File: src/inc/bridge_pkg.sv
// Shared constants and carrier types for the far-side bridge control block.
package bridge_pkg;
  // ---------------------------------------------------------------------------
  // Register map
  // ---------------------------------------------------------------------------
  localparam logic [11:0] CTL_OFFSET    = 12'h078;
  localparam logic [11:0] STS_OFFSET    = 12'h079;
  localparam logic [11:0] CAP_BASE      = 12'h074;
  localparam logic [11:0] CAP_HDR_LAST  = 12'h077;
  localparam logic [11:0] CAP_LENGTH    = 12'h040;
  // ---------------------------------------------------------------------------
  // Field positions
  // ---------------------------------------------------------------------------
  localparam int MODE_LSB      = 0;
  localparam int MODE_MSB      = 1;
  localparam int GUARD_BIT     = 2;
  localparam int REACT_EN_BIT  = 3;
  localparam int REACT_SEL_BIT = 4;
  localparam int PROPAGATE_BIT = 5;
  localparam int CHIP_RST_BIT  = 7;
  localparam int FUND_SEEN_BIT = 0;
  // ---------------------------------------------------------------------------
  // Mode codes and reset values
  // ---------------------------------------------------------------------------
  localparam logic [1:0] MODE_ENABLED   = 2'h0;
  localparam logic [1:0] MODE_NOT_READY = 2'h1;
  localparam logic [1:0] MODE_DISABLED  = 2'h2;
  localparam logic [1:0] MODE_RESERVED  = 2'h3;
  localparam logic [1:0] MODE_RST_EXT   = MODE_ENABLED;
  localparam logic [1:0] MODE_RST_INT   = MODE_NOT_READY;
  localparam logic       BIT_RST        = 1'b0;
  localparam logic [7:0] BYTE_ZERO      = 8'h00;
  localparam logic       REACT_PEER     = 1'b0;
  // ---------------------------------------------------------------------------
  // Carriers
  // ---------------------------------------------------------------------------
  typedef struct packed {
    logic        valid;
    logic        write;
    logic        from_far;
    logic [11:0] addr;
    logic [7:0]  wdata;
  } cfg_req_t;

  typedef struct packed {
    logic       valid;
    logic [7:0] rdata;
  } cfg_rsp_t;

  typedef struct packed {
    logic fund;
    logic hot;
  } reset_evt_t;
endpackage
File: src/core/bridge_far_side_control.sv
// Far-side mode, guard, reset reaction and chip reset control for one bridge side.
`timescale 1ns/1ps
module bridge_far_side_control
  import bridge_pkg::*;
#(
  parameter bit IS_INTERNAL = 1'b1
) (
  input  wire logic       clk_sys,
  input  wire logic       rst,
  input  wire cfg_req_t   cfg_req,
  output cfg_rsp_t        cfg_rsp,
  output logic            cap_write_block,
  output logic            cap_read_zero,
  input  wire reset_evt_t int_reset,
  input  wire reset_evt_t far_reset,
  input  wire logic       isolating_bridge,
  input  wire logic       bridge_port_reset_pin_n,
  input  wire logic [1:0] peer_mode,
  input  wire logic       peer_force_not_ready,
  output logic            force_peer_not_ready,
  output logic [1:0]      far_side_mode,
  input  wire logic       far_tlp_valid,
  input  wire logic       far_tlp_is_cfg,
  output logic            far_tlp_accept,
  output logic            far_tlp_crs,
  output logic            far_tlp_discard,
  output logic            far_credit_return,
  output logic            near_to_far_allow,
  output logic            chip_fund_reset
);
  logic [1:0] mode_q;
  logic       guard_q;
  logic       react_en_q;
  logic       react_sel_q;
  logic       propagate_q;
  logic       fund_seen_q;
  logic       chip_rst_q;
  logic       yield;
  logic       in_cap;
  logic       guarded;
  logic       wr_ctl;
  logic       wr_sts;
  logic       far_rst_evt;
  logic       react_self;
  logic       sticky_clr;
  logic [7:0] ctl_view;
  logic [7:0] sts_view;

  // ---------------------------------------------------------------------------
  // Access decode
  // ---------------------------------------------------------------------------
  always_comb begin
    in_cap  = (cfg_req.addr >= CAP_BASE) && (cfg_req.addr < CAP_BASE + CAP_LENGTH);
    guarded = cfg_req.valid && cfg_req.from_far && guard_q && in_cap;
    wr_ctl  = cfg_req.valid && cfg_req.write && !guarded && (cfg_req.addr == CTL_OFFSET);
    wr_sts  = cfg_req.valid && cfg_req.write && !guarded && (cfg_req.addr == STS_OFFSET);
    cap_write_block = guarded && cfg_req.write;
    cap_read_zero   = guarded && !cfg_req.write && (cfg_req.addr > CAP_HDR_LAST);
  end

  // ---------------------------------------------------------------------------
  // Reset reaction
  // ---------------------------------------------------------------------------
  // Only the internal side may hold the reaction bits, so the external side never
  // reacts and never forces its peer.
  always_comb begin
    far_rst_evt = far_reset.fund || far_reset.hot;
    react_self  = react_en_q && far_rst_evt && (react_sel_q != REACT_PEER);
    force_peer_not_ready = react_en_q && far_rst_evt && (react_sel_q == REACT_PEER);
    sticky_clr  = rst || int_reset.fund;
  end

  mode_deadlock_arbiter #(
    .YIELD_ON_TIE (!IS_INTERNAL)
  ) u_arbiter (
    .clk_sys   (clk_sys),
    .rst       (rst),
    .own_idle  (mode_q != MODE_ENABLED),
    .peer_idle (peer_mode != MODE_ENABLED),
    .yield     (yield)
  );

  // ---------------------------------------------------------------------------
  // Far-side mode field
  // ---------------------------------------------------------------------------
  // Forced stalls from a far reset outrank software so that a host cannot race the
  // reaction away; the deadlock fallback outranks everything but internal reset.
  always_ff @(posedge clk_sys) begin
    if (rst || int_reset.fund || int_reset.hot) begin
      mode_q <= IS_INTERNAL ? MODE_RST_INT : MODE_RST_EXT;
    end else if (yield) begin
      mode_q <= MODE_ENABLED;
    end else if (react_self || peer_force_not_ready) begin
      mode_q <= MODE_NOT_READY;
    end else if (wr_ctl && cfg_req.wdata[MODE_MSB:MODE_LSB] != MODE_RESERVED) begin
      mode_q <= cfg_req.wdata[MODE_MSB:MODE_LSB];
    end
  end

  // ---------------------------------------------------------------------------
  // Sticky control bits
  // ---------------------------------------------------------------------------
  always_ff @(posedge clk_sys) begin
    if (sticky_clr) begin
      guard_q     <= BIT_RST;
      propagate_q <= BIT_RST;
    end else if (wr_ctl) begin
      guard_q     <= cfg_req.wdata[GUARD_BIT];
      propagate_q <= cfg_req.wdata[PROPAGATE_BIT];
    end
  end

  always_ff @(posedge clk_sys) begin
    if (sticky_clr || !IS_INTERNAL) begin
      react_en_q  <= BIT_RST;
      react_sel_q <= BIT_RST;
    end else if (wr_ctl) begin
      react_en_q  <= cfg_req.wdata[REACT_EN_BIT];
      react_sel_q <= cfg_req.wdata[REACT_SEL_BIT];
    end
  end

  // ---------------------------------------------------------------------------
  // Status flag
  // ---------------------------------------------------------------------------
  always_ff @(posedge clk_sys) begin
    if (sticky_clr) begin
      fund_seen_q <= BIT_RST;
    end else if (far_reset.fund) begin
      fund_seen_q <= 1'b1;
    end else if (wr_sts && cfg_req.wdata[FUND_SEEN_BIT]) begin
      fund_seen_q <= 1'b0;
    end
  end

  // ---------------------------------------------------------------------------
  // Whole-chip reset request
  // ---------------------------------------------------------------------------
  always_ff @(posedge clk_sys) begin
    if (rst) begin
      chip_rst_q <= 1'b0;
    end else begin
      chip_rst_q <= (wr_ctl && cfg_req.wdata[CHIP_RST_BIT])
                 || (propagate_q && isolating_bridge && !bridge_port_reset_pin_n);
    end
  end

  // ---------------------------------------------------------------------------
  // Read path
  // ---------------------------------------------------------------------------
  always_comb begin
    ctl_view = BYTE_ZERO;
    ctl_view[MODE_MSB:MODE_LSB] = mode_q;
    ctl_view[GUARD_BIT]         = guard_q;
    ctl_view[REACT_EN_BIT]      = react_en_q;
    ctl_view[REACT_SEL_BIT]     = react_sel_q;
    ctl_view[PROPAGATE_BIT]     = propagate_q;
    sts_view = BYTE_ZERO;
    sts_view[FUND_SEEN_BIT]     = fund_seen_q;
  end

  always_ff @(posedge clk_sys) begin
    if (rst) begin
      cfg_rsp <= '0;
    end else begin
      cfg_rsp.valid <= cfg_req.valid;
      if (!cfg_req.valid || cfg_req.write || guarded) begin
        cfg_rsp.rdata <= BYTE_ZERO;
      end else if (cfg_req.addr == CTL_OFFSET) begin
        cfg_rsp.rdata <= ctl_view;
      end else if (cfg_req.addr == STS_OFFSET) begin
        cfg_rsp.rdata <= sts_view;
      end else begin
        cfg_rsp.rdata <= BYTE_ZERO;
      end
    end
  end

  // ---------------------------------------------------------------------------
  // Transaction steering
  // ---------------------------------------------------------------------------
  always_comb begin
    far_side_mode     = mode_q;
    chip_fund_reset   = chip_rst_q;
    far_credit_return = far_tlp_valid;
    near_to_far_allow = 1'b1;
    far_tlp_accept    = 1'b0;
    far_tlp_crs       = 1'b0;
    far_tlp_discard   = 1'b0;
    case (mode_q)
      MODE_NOT_READY: begin
        far_tlp_crs     = far_tlp_valid && far_tlp_is_cfg;
        far_tlp_discard = far_tlp_valid && !far_tlp_is_cfg;
      end
      MODE_DISABLED: begin
        far_tlp_discard = far_tlp_valid;
      end
      default: begin
        far_tlp_accept  = far_tlp_valid;
      end
    endcase
  end
endmodule

File: src/core/mode_deadlock_arbiter.sv
// Decides when this side must fall back to enabled to break a mutual stall.
`timescale 1ns/1ps
module mode_deadlock_arbiter
  import bridge_pkg::*;
#(
  parameter bit YIELD_ON_TIE = 1'b1
) (
  input  wire logic clk_sys,
  input  wire logic rst,
  input  wire logic own_idle,
  input  wire logic peer_idle,
  output logic      yield
);
  logic own_idle_q;
  logic peer_idle_q;

  // ---------------------------------------------------------------------------
  // History of both sides
  // ---------------------------------------------------------------------------
  always_ff @(posedge clk_sys) begin
    if (rst) begin
      own_idle_q  <= 1'b0;
      peer_idle_q <= 1'b0;
    end else begin
      own_idle_q  <= own_idle;
      peer_idle_q <= peer_idle;
    end
  end

  // The side already stalled yields; a simultaneous entry is broken by parameter
  // so that exactly one of the two instances gives way.
  always_comb begin
    yield = own_idle && peer_idle && !peer_idle_q && (own_idle_q || YIELD_ON_TIE);
  end
endmodule

File: config.mk
export PLATFORM = sky130hd
export DESIGN_NAME = bridge_far_side_control
export DESIGN_NICKNAME = d
export VERILOG_FILES = /design/src/inc/bridge_pkg.sv /design/src/core/bridge_far_side_control.sv /design/src/core/mode_deadlock_arbiter.sv
export SDC_FILE = /design/constraint.sdc
export NUM_CORES = 1
export LEC_CHECK = 0
export CORE_MARGIN = 2
export CORE_UTILIZATION = 57
export CTS_BUF_LIST = sky130_fd_sc_hd__clkbuf_2 sky130_fd_sc_hd__clkbuf_4 sky130_fd_sc_hd__clkbuf_8
export DETAILED_ROUTE_END_ITERATION = 8
export DONT_BUFFER_PORTS = 1
export PLACE_DENSITY = 0.75
export SYNTH_ARGS = -nofsm -noshare
export SYNTH_HDL_FRONTEND = slang
export SYNTH_SLANG_ARGS = --single-unit
File: constraint.sdc
create_clock -name clk_sys -period 1.6 [get_ports clk_sys]
set_clock_uncertainty 0.1 [all_clocks]
set_input_delay 0.16 -clock clk_sys [delete_from_list [all_inputs] [get_ports clk_sys]]
set_output_delay 0.16 -clock clk_sys [all_outputs]
set_load 0.05 [all_outputs]
# --- Yosys cells after proc, flatten, opt, wreduce, memory -nomap -nowiden ---
# Cells that the tools add are included.
totals:
  in_bits: 36
  register_bits: 19
  elab_cells: 77
  output_inout_bits: 20
op_classes:
  n_mux: 10
  eq_ne: 5
  n_reduce_logical: 45
  bitwise: 1
  n_lt_le_gt_ge: 3
ops:
  columns: ["op", "n"]
  rows:
  - ["12-bit by 7-bit equality test with 1-bit output, second input constant", 2]
  - ["1-bit logical AND", 24]
  - ["12-bit by 7-bit >= comparator with 1-bit output, second input constant", 1]
  - ["12-bit by 7-bit greater-than comparator with 1-bit output, second input constant", 1]
  - ["12-bit by 8-bit < comparator with 1-bit output, second input constant", 1]
  - ["1-bit 2-to-1 mux", 8]
  - ["1-bit logical OR", 7]
  - ["1-bit logical NOT", 6]
  - ["6-bit 2-to-1 mux", 1]
  - ["2-bit nonzero test", 3]
  - ["3-bit OR reduction", 2]
  - ["2-bit OR reduction", 2]
  - ["3-bit nonzero test", 1]
  - ["2-bit by 1-bit equality test with 1-bit output, second input constant", 1]
  - ["2-bit equality test, second input constant", 1]
  - ["2-bit inequality test, second input constant", 1]
  - ["1-bit case mux with 2 select lines", 1]
  - ["1-bit NOT", 1]

# --- Depth between registers and ports, before layout ---
# Gate-level depths: netlist of the first run.
logic_depth:
  ltp_word: 10
  depth_mapped: 5
  depth_no_buf: 5

# --- Modules after synthesis ---
# From an unflattened synthesis of the first run, not the netlist that was laid out.
hier_totals:
  cells_unflattened: 104
  area_unflattened_um2: 879.6
modules_own_cells:
  columns: ["module", "seq_area_each_um2", "cells_each", "n_inst", "area_each_um2"]
  rows:
  - ["bridge_far_side_control", 300.3, 99, 1, 817.0]
  - ["mode_deadlock_arbiter", 40.0, 5, 1, 62.6]

# --- Worst setup path after synthesis of the first run ---
# OpenSTA, ideal clock, no wires.
synth_path:
  path_type: "input -> output"
  start: "input cfg_req[19] (netlist bit)"
  end: "output cap_write_block"
  required_time_ps: 1340
  slack_ps: -1030
  stages: 2
  t_arrival_ps: 2370
  path_buffers: 0
  cell_sequence: "or4_4 nor4b_1"
synth_between:
  elab_chain_cells: 4
  word_cells_on_any_way: 5
  cone_classes: "order compare: 2; reduce/logical: 3"
synth_lines:
  columns: ["item", "line", "rtl"]
  rows:
  - ["start: declaration", "bridge_far_side_control.sv:10", "input wire cfg_req_t cfg_req,"]
  - ["12-bit by 7-bit >= comparator with 1-bit output / 12-bit by 8-bit < comparator with 1-bit output (equally long branches)", "bridge_far_side_control.sv:53", "in_cap = (cfg_req.addr >= CAP_BASE) && (cfg_req.addr < CAP_BASE + CAP_LENGTH);"]
  - ["1-bit logical AND *", "bridge_far_side_control.sv:53", null]
  - ["1-bit logical AND *", "bridge_far_side_control.sv:54", "guarded = cfg_req.valid && cfg_req.from_far && guard_q && in_cap;"]
  - ["1-bit logical AND *", "bridge_far_side_control.sv:57", "cap_write_block = guarded && cfg_req.write;"]
  - ["end: declaration", "bridge_far_side_control.sv:12", "output logic cap_write_block,"]
# Every way passes the cells marked *; elsewhere a longest branch is shown, timed or not.

# --- Worst setup path after layout of the first run ---
layout_path:
  start: "register mode_q[1], in the netlist far_side_mode[1]"
  end: "output far_tlp_discard"
layout_between:
  elab_chain_cells: 2
  word_cells_on_any_way: 3
  cone_classes: "eq/ne: 2; mux: 1"
layout_lines:
  columns: ["item", "line", "rtl"]
  rows:
  - ["start: declaration", "bridge_far_side_control.sv:31", "logic [1:0] mode_q;"]
  - ["start signal: assignment", "bridge_far_side_control.sv:90", "mode_q <= IS_INTERNAL ? MODE_RST_INT : MODE_RST_EXT;"]
  - ["start signal: assignment", "bridge_far_side_control.sv:96", "mode_q <= cfg_req.wdata[MODE_MSB:MODE_LSB];"]
  - ["2-bit equality test / 2-bit by 1-bit equality test with 1-bit output (equally long branches)", "bridge_far_side_control.sv:190", "case (mode_q)"]
  - ["1-bit case mux with 2 select lines *", "bridge_far_side_control.sv:190", null]
  - ["end: declaration", "bridge_far_side_control.sv:26", "output logic far_tlp_discard,"]
# Marked as above.

==> results of run 1 <==
[cell families (layout without fill, tap and decap cells)]
group | count (synthesis) | in the layout | share of synthesized area
AO/OA/AOI/OAI | 22 | 22 | 0.150
adder cells (fa/ha/maj) | 3 | 3 | 0.0429
buffers and inverters | 11 | 35 | 0.0658
flip-flops | 17 | 17 | 0.389
multiplexers | 1 | 1 | 0.0114
other | 2 | 3 | 0.00859
AND/OR/NAND/NOR | 46 | 46 | 0.332
[layer usage]
metal | routed length (um) | up-vias | part of all wire
met1 | 851 | 414 | 0.35
met3 | 229 | 12 | 0.094
li1 | - | 412 | -
met4 | 53 | 0 | 0.022
met5 | 0 | - | 0
met2 | 1290 | 61 | 0.53
[path summary, 6_finish.rpt]
kind,start,endpoint,cells past startpoint
setup / recovery,far_side_mode[1],far_tlp_discard,5
hold / removal,cfg_req[17],cfg_rsp[0],2
setup reg to reg,guard_q,far_side_mode[0],4
hold reg to reg,react_sel_q,cfg_rsp[4],2
[repair_timing]
action	in CTS	in global routing
resized for setup	4	6
setup buffers	0	0
pin swaps	2	3
hold endpoints to repair	14	0
hold buffers	16	0
endpoints found under the setup margin	3	3
[cell usage in the layout, fill, tap and decap left out, types with 4 or more instances in the layout]
| cell | instances |
|---|---|
| dlygate4sd3_1 | 16 |
| dfxtp_1 | 14 |
| a21oi_1 | 8 |
| nand3_1 | 7 |
| nor2_1 | 6 |
| buf_4 | 5 |
| buf_12 | 5 |
| o21ai_0 | 4 |
| nor3_1 | 4 |
[sequential cells by signal, indices dropped and copies added (netlist names)]
register,cells
cfg_rsp,7
react_en_q,1
guard_q,1
react_sel_q,1
fund_seen_q,1
chip_fund_reset,1
u_arbiter.peer_idle_q,1
u_arbiter.own_idle_q,1
propagate_q,1
far_side_mode,2
[report_power, final]
part / internal, uW / leakage (uW) / switching (uW) / total, uW
logic: 63.1 / 0.000327 / 70.0 / 133
clock network: 92.9 / 0.0000177 / 131 / 224
registers: 427 / 0.000139 / 7.58 / 435
[worst max-delay path: cells and delay by family, from the launching register on]
| kind | cells | cell delay [ps] |
|---|---|---|
| fa+ha+maj | 1 | 280 |
| flops | 1 | 380 |
| buf+inv | 2 | 190 |
| simple gates | 2 | 180 |
[through the flow]
step           setup slack [ps]  instances
2_1_floorplan             -16.4        103
3_3_place_gp               56.8        124
3_5_place_dp               37.1        124
4_1_cts                   -18.5        143
5_1_grt                   -30.6        143
6_report                   12.2        143
[cell type report]
cell class | count | area share
clock buffers | 3 | 0.0177
clock inverters | 1 | 0.00394
inverters | 5 | 0.0167
multi-input cells | 75 | 0.438
flip-flops and latches | 17 | 0.273
well taps | 16 | 0.0158
repair buffers | 26 | 0.234
==> results_dict.tcl, run 1 <==
set metrics [dict create \
    cts_buffer_depth 2 \
    seq_area_um2 347 \
    start_util 0.594 \
    synth-warning-count 0 \
    cts_tree "yes" \
    cap_violations 0 \
    setup_tns_ps 0 \
    fin_nets 167 \
    antenna_found_initial 0 \
    crit_chain "inv_4, ha_4, nand2_4, nor2_4, buf_12" \
    wirelength_mm 2.43 \
    final_cell_area_um2 1270 \
    area_growth_pct 45.2 \
    synth_area_um2 875 \
    dp_hpwl_mm 1.59 \
    root_buffer "clkbuf_4" \
    drv_slew 0 \
    gr-total-overflow 0 \
    grt_pass1_wl_mm 3.78 \
    grt_util_met3 0.0468 \
    critPathArrivalTime_ps 1330 \
    crit_required_ps 1340 \
    ys.flop_type "dfxtp_1" \
    core_area_um2 1470 \
    fin_crit_ps 1590 \
    hold_path_class "input port to register" \
    fill_cells 87 \
    grt_setup_unrepaired "yes" \
    port_buffers 0 \
    critPathKind "register to output pin" \
    clk_latency_ps 290 \
    synthArstFlopShare 0 \
    finish.utilization 0.863 \
    yosysSeqAreaShare 0.389 \
    cts_buffers 3 \
    synthCells 102 \
    synth_top_area_cell "dfxtp_1" \
    fmax_mhz 630 \
    grtUsageMet1 0.315 \
    viasPerCell 6.29 \
    total_power_uw 792 \
    place_congestion 0.820 \
    post-synth-top-count-cell "dfxtp_1" \
    htree_num_levels 1 \
    holdWs_ps 2.54 \
    setup_viol_count_final 0 \
    ys_top_cells_by_area "dfxtp_1 (39%), a21oi_1 (5.2%), ha_1 (4.3%)" \
    synth_edf_count 0 \
    first_pass_iters 5 \
    start_kind "register" \
    rows 14 \
    ys_top_cells_by_count "dfxtp_1 (17), a21oi_1 (9), nand3_1 (7), nor2_1 (7), inv_1 (5)" \
    cp_slowest_cell "dfxtp_4" \
    ios 56 \
    diodes 0 \
    multi_input_area_um2 557 \
    fin_crit_sh 0.992 \
    worstPathMaxFanout 4 \
    finalHoldViolCount 0 \
    drive_above_1_share 0.260 \
    drt-initial-drc-count 39 \
    clock-sinks 17 \
    p_per_area_nw_per_um2 624 \
    grt_pass1_vias 871 \
    fp.dieArea_um2 1860 \
    wl_per_cell_um 17.0 \
    cts.clk_slew.worst_paths_ps 100 \
    critPathCaptureType "output pin" \
    p_leak_uw 0.000483 \
    syn_area_per_cell_um2 8.57 \
    die_w_um 43.2 \
    synth.distinct_cells 38 \
    status "finished, final reports clean" \
    ant_nets 0 \
    peakVddDrop_uv 351 \
    vias 899 \
    grt_max_degree 11 \
    grt.met2_usage 0.466 \
    synth_seq_cells 17 \
    drc 0 \
    grt-busiest-layer "met2" \
    reg2reg_slack_ps 250 \
    max_stage_delay_ps 380 \
    dpl_cell_area_um2 1050 \
    die_h_um 43.2 \
    track_usage 0.264 \
    yosysTopAreaCellShare 0.389 \
]
(Power assumes the default switching activity.)
==> run 2, diff against run 1 <==
- MAX_ROUTING_LAYER: not set -> met4
==> run 2 against run 1 <==
  * The run now ends with negative hold slack left
  * Sequential power barely moved
  * Combinational power about the same
  * Hold slack lost 3.2 ps
  * Sequential share of layout area did not move
  * Die area is the same
  * Register-to-register slack about the same
  * Sequential cell count is the same
  * First-iteration DRC count is 2.6% higher
  * Critical path type unchanged
  * Largest power group unchanged
==> results_dict.tcl, run 2 (synthesized netlist as in run 1, its figures left out) <==
set metrics [dict create \
    fin_crit_sh 0.996 \
    layout_common_cells "dlygate4sd3_1 (16), dfxtp_1 (14), a21oi_1 (8)" \
    cts_buffer_depth 2 \
    start_util 0.594 \
    worstPathMaxFanout 4 \
    root_buffer "clkbuf_4" \
    grt_max_degree 11 \
    clk_latency_ps 290 \
    fin_nets 167 \
    critPathArrivalTime_ps 1330 \
    cts_buffers 3 \
    wl_met1_um 851 \
    postCtsSetupBuffers 0 \
    core_area_um2 1470 \
    port_buffers 0 \
    fp.dieArea_um2 1860 \
    critPathBufInv 2 \
    hold_path_class "input port to register" \
    critPathCaptureType "output pin" \
    htree_num_levels 1 \
    whs_path_depth 2 \
    r2r_cells 4 \
    dp_hpwl_mm 1.59 \
    crit_family "flip-flops" \
    cap_violations 0 \
    vias 901 \
    rows 14 \
    wl_met2_mm 1.31 \
    critPathKind "register to output pin" \
    wl_per_cell_um 17.1 \
    cts_tree "yes" \
    start_kind "register" \
    die_w_um 43.2 \
    die_h_um 43.2 \
    p_per_area_nw_per_um2 626 \
    grt_pass1_vias 866 \
    max_stage_delay_ps 380 \
    status "finished, violations left" \
    place_congestion 0.833 \
    setup_viol_count_final 0 \
    drt-initial-drc-count 40 \
    wirelength_mm 2.45 \
    antenna_found_initial 0 \
    fin_crit_ps 1590 \
    drv_slew 0 \
    violations "negative hold slack" \
    crit_required_ps 1340 \
    grt_setup_unrepaired "yes" \
    largest_reg_flops 7 \
    track_usage 0.272 \
    area_growth_pct 45.2 \
    finalHoldViolCount 1 \
    routed.top_layer "met4" \
    viasPerCell 6.30 \
    peakVddDrop_uv 351 \
    wl_met3_um 241 \
    cts.clk_slew.worst_paths_ps 100 \
    cp_slowest_cell "dfxtp_4" \
    drc 0 \
    drive_above_1_share 0.260 \
    clock-sinks 17 \
    setup_tns_ps 0 \
    p_leak_uw 0.000483 \
    fill_cells 87 \
    holdWs_ps -0.678 \
    fmax_mhz 627 \
    ios 56 \
    diodes 0 \
    crit_chain "inv_4, ha_4, nand2_4, nor2_4, buf_12" \
    gr-total-overflow 0 \
    ant_nets 0 \
    regMostFlops "cfg_rsp" \
    grt_pass1_wl_mm 3.80 \
    layout_commonest_cell "dlygate4sd3_1" \
    crit_cells 5 \
    first_pass_iters 4 \
]
-- run 2: cell counts in the layout (fill, tap and decap cells not counted) --
No cell type changed its count.
-- run 2: where the power goes --
part,switching [uW],internal (uW),leakage (uW)
registers,7.61,427,0.000139
logic,70.2,63.1,0.000327
clock network,133,92.9,0.0000177
total,211,584,0.000483
-- run 2: layout make-up --
| type | count | area, um^2 | share of cell area |
|---|---|---|---|
| multi-input cells | 75 | 557 | 0.438 |
| flip-flops and latches | 17 | 347 | 0.273 |
| repair buffers | 26 | 298 | 0.234 |
| clock buffers | 3 | 22.5 | 0.0177 |
| inverters | 5 | 21.3 | 0.0167 |
| well taps | 16 | 20.0 | 0.0158 |
| clock inverters | 1 | 5.00 | 0.00394 |
-- run 2: per-stage QoR --
| step | total power [uW] | std cells | util | setup WS, ps | cell area, um^2 |
|---|---|---|---|---|---|
| 3_3_place_gp | 539 | 124 | 0.715 | 56.8 | 1050 |
| 2_1_floorplan | 530 | 103 | - | -16.4 | 926 |
| 3_5_place_dp | 542 | 124 | 0.715 | 37.1 | 1050 |
| 5_1_grt | 822 | 143 | 0.863 | -30.6 | 1270 |
| 4_1_cts | 797 | 143 | 0.854 | -18.5 | 1260 |
| 6_report | 795 | 143 | 0.863 | 6.34 | 1270 |
-- run 2: path summary, 6_finish.rpt --
check	from	endpoint	slack, ps
setup / recovery	far_side_mode[1]	far_tlp_discard	6
hold / removal	cfg_req[17]	cfg_rsp[0]	-0.7
setup reg to reg	guard_q	far_side_mode[0]	240
hold reg to reg	react_sel_q	cfg_rsp[4]	390
-- run 2: what timing repair did --
| item | CTS | global route |
|---|---|---|
| hold buffers | 16 | 0 |
| setup endpoints to repair | 3 | 3 |
| hold endpoints to repair | 14 | 0 |
| gates resized for setup | 4 | 6 |
| pin swaps | 2 | 3 |
-- run 2: metal layers --
metal,vias up,GRT usage
li1,413,-
met1,415,0.315
met2,63,0.466
met3,10,0.0511
met4,0,0.0970
met5,-,-
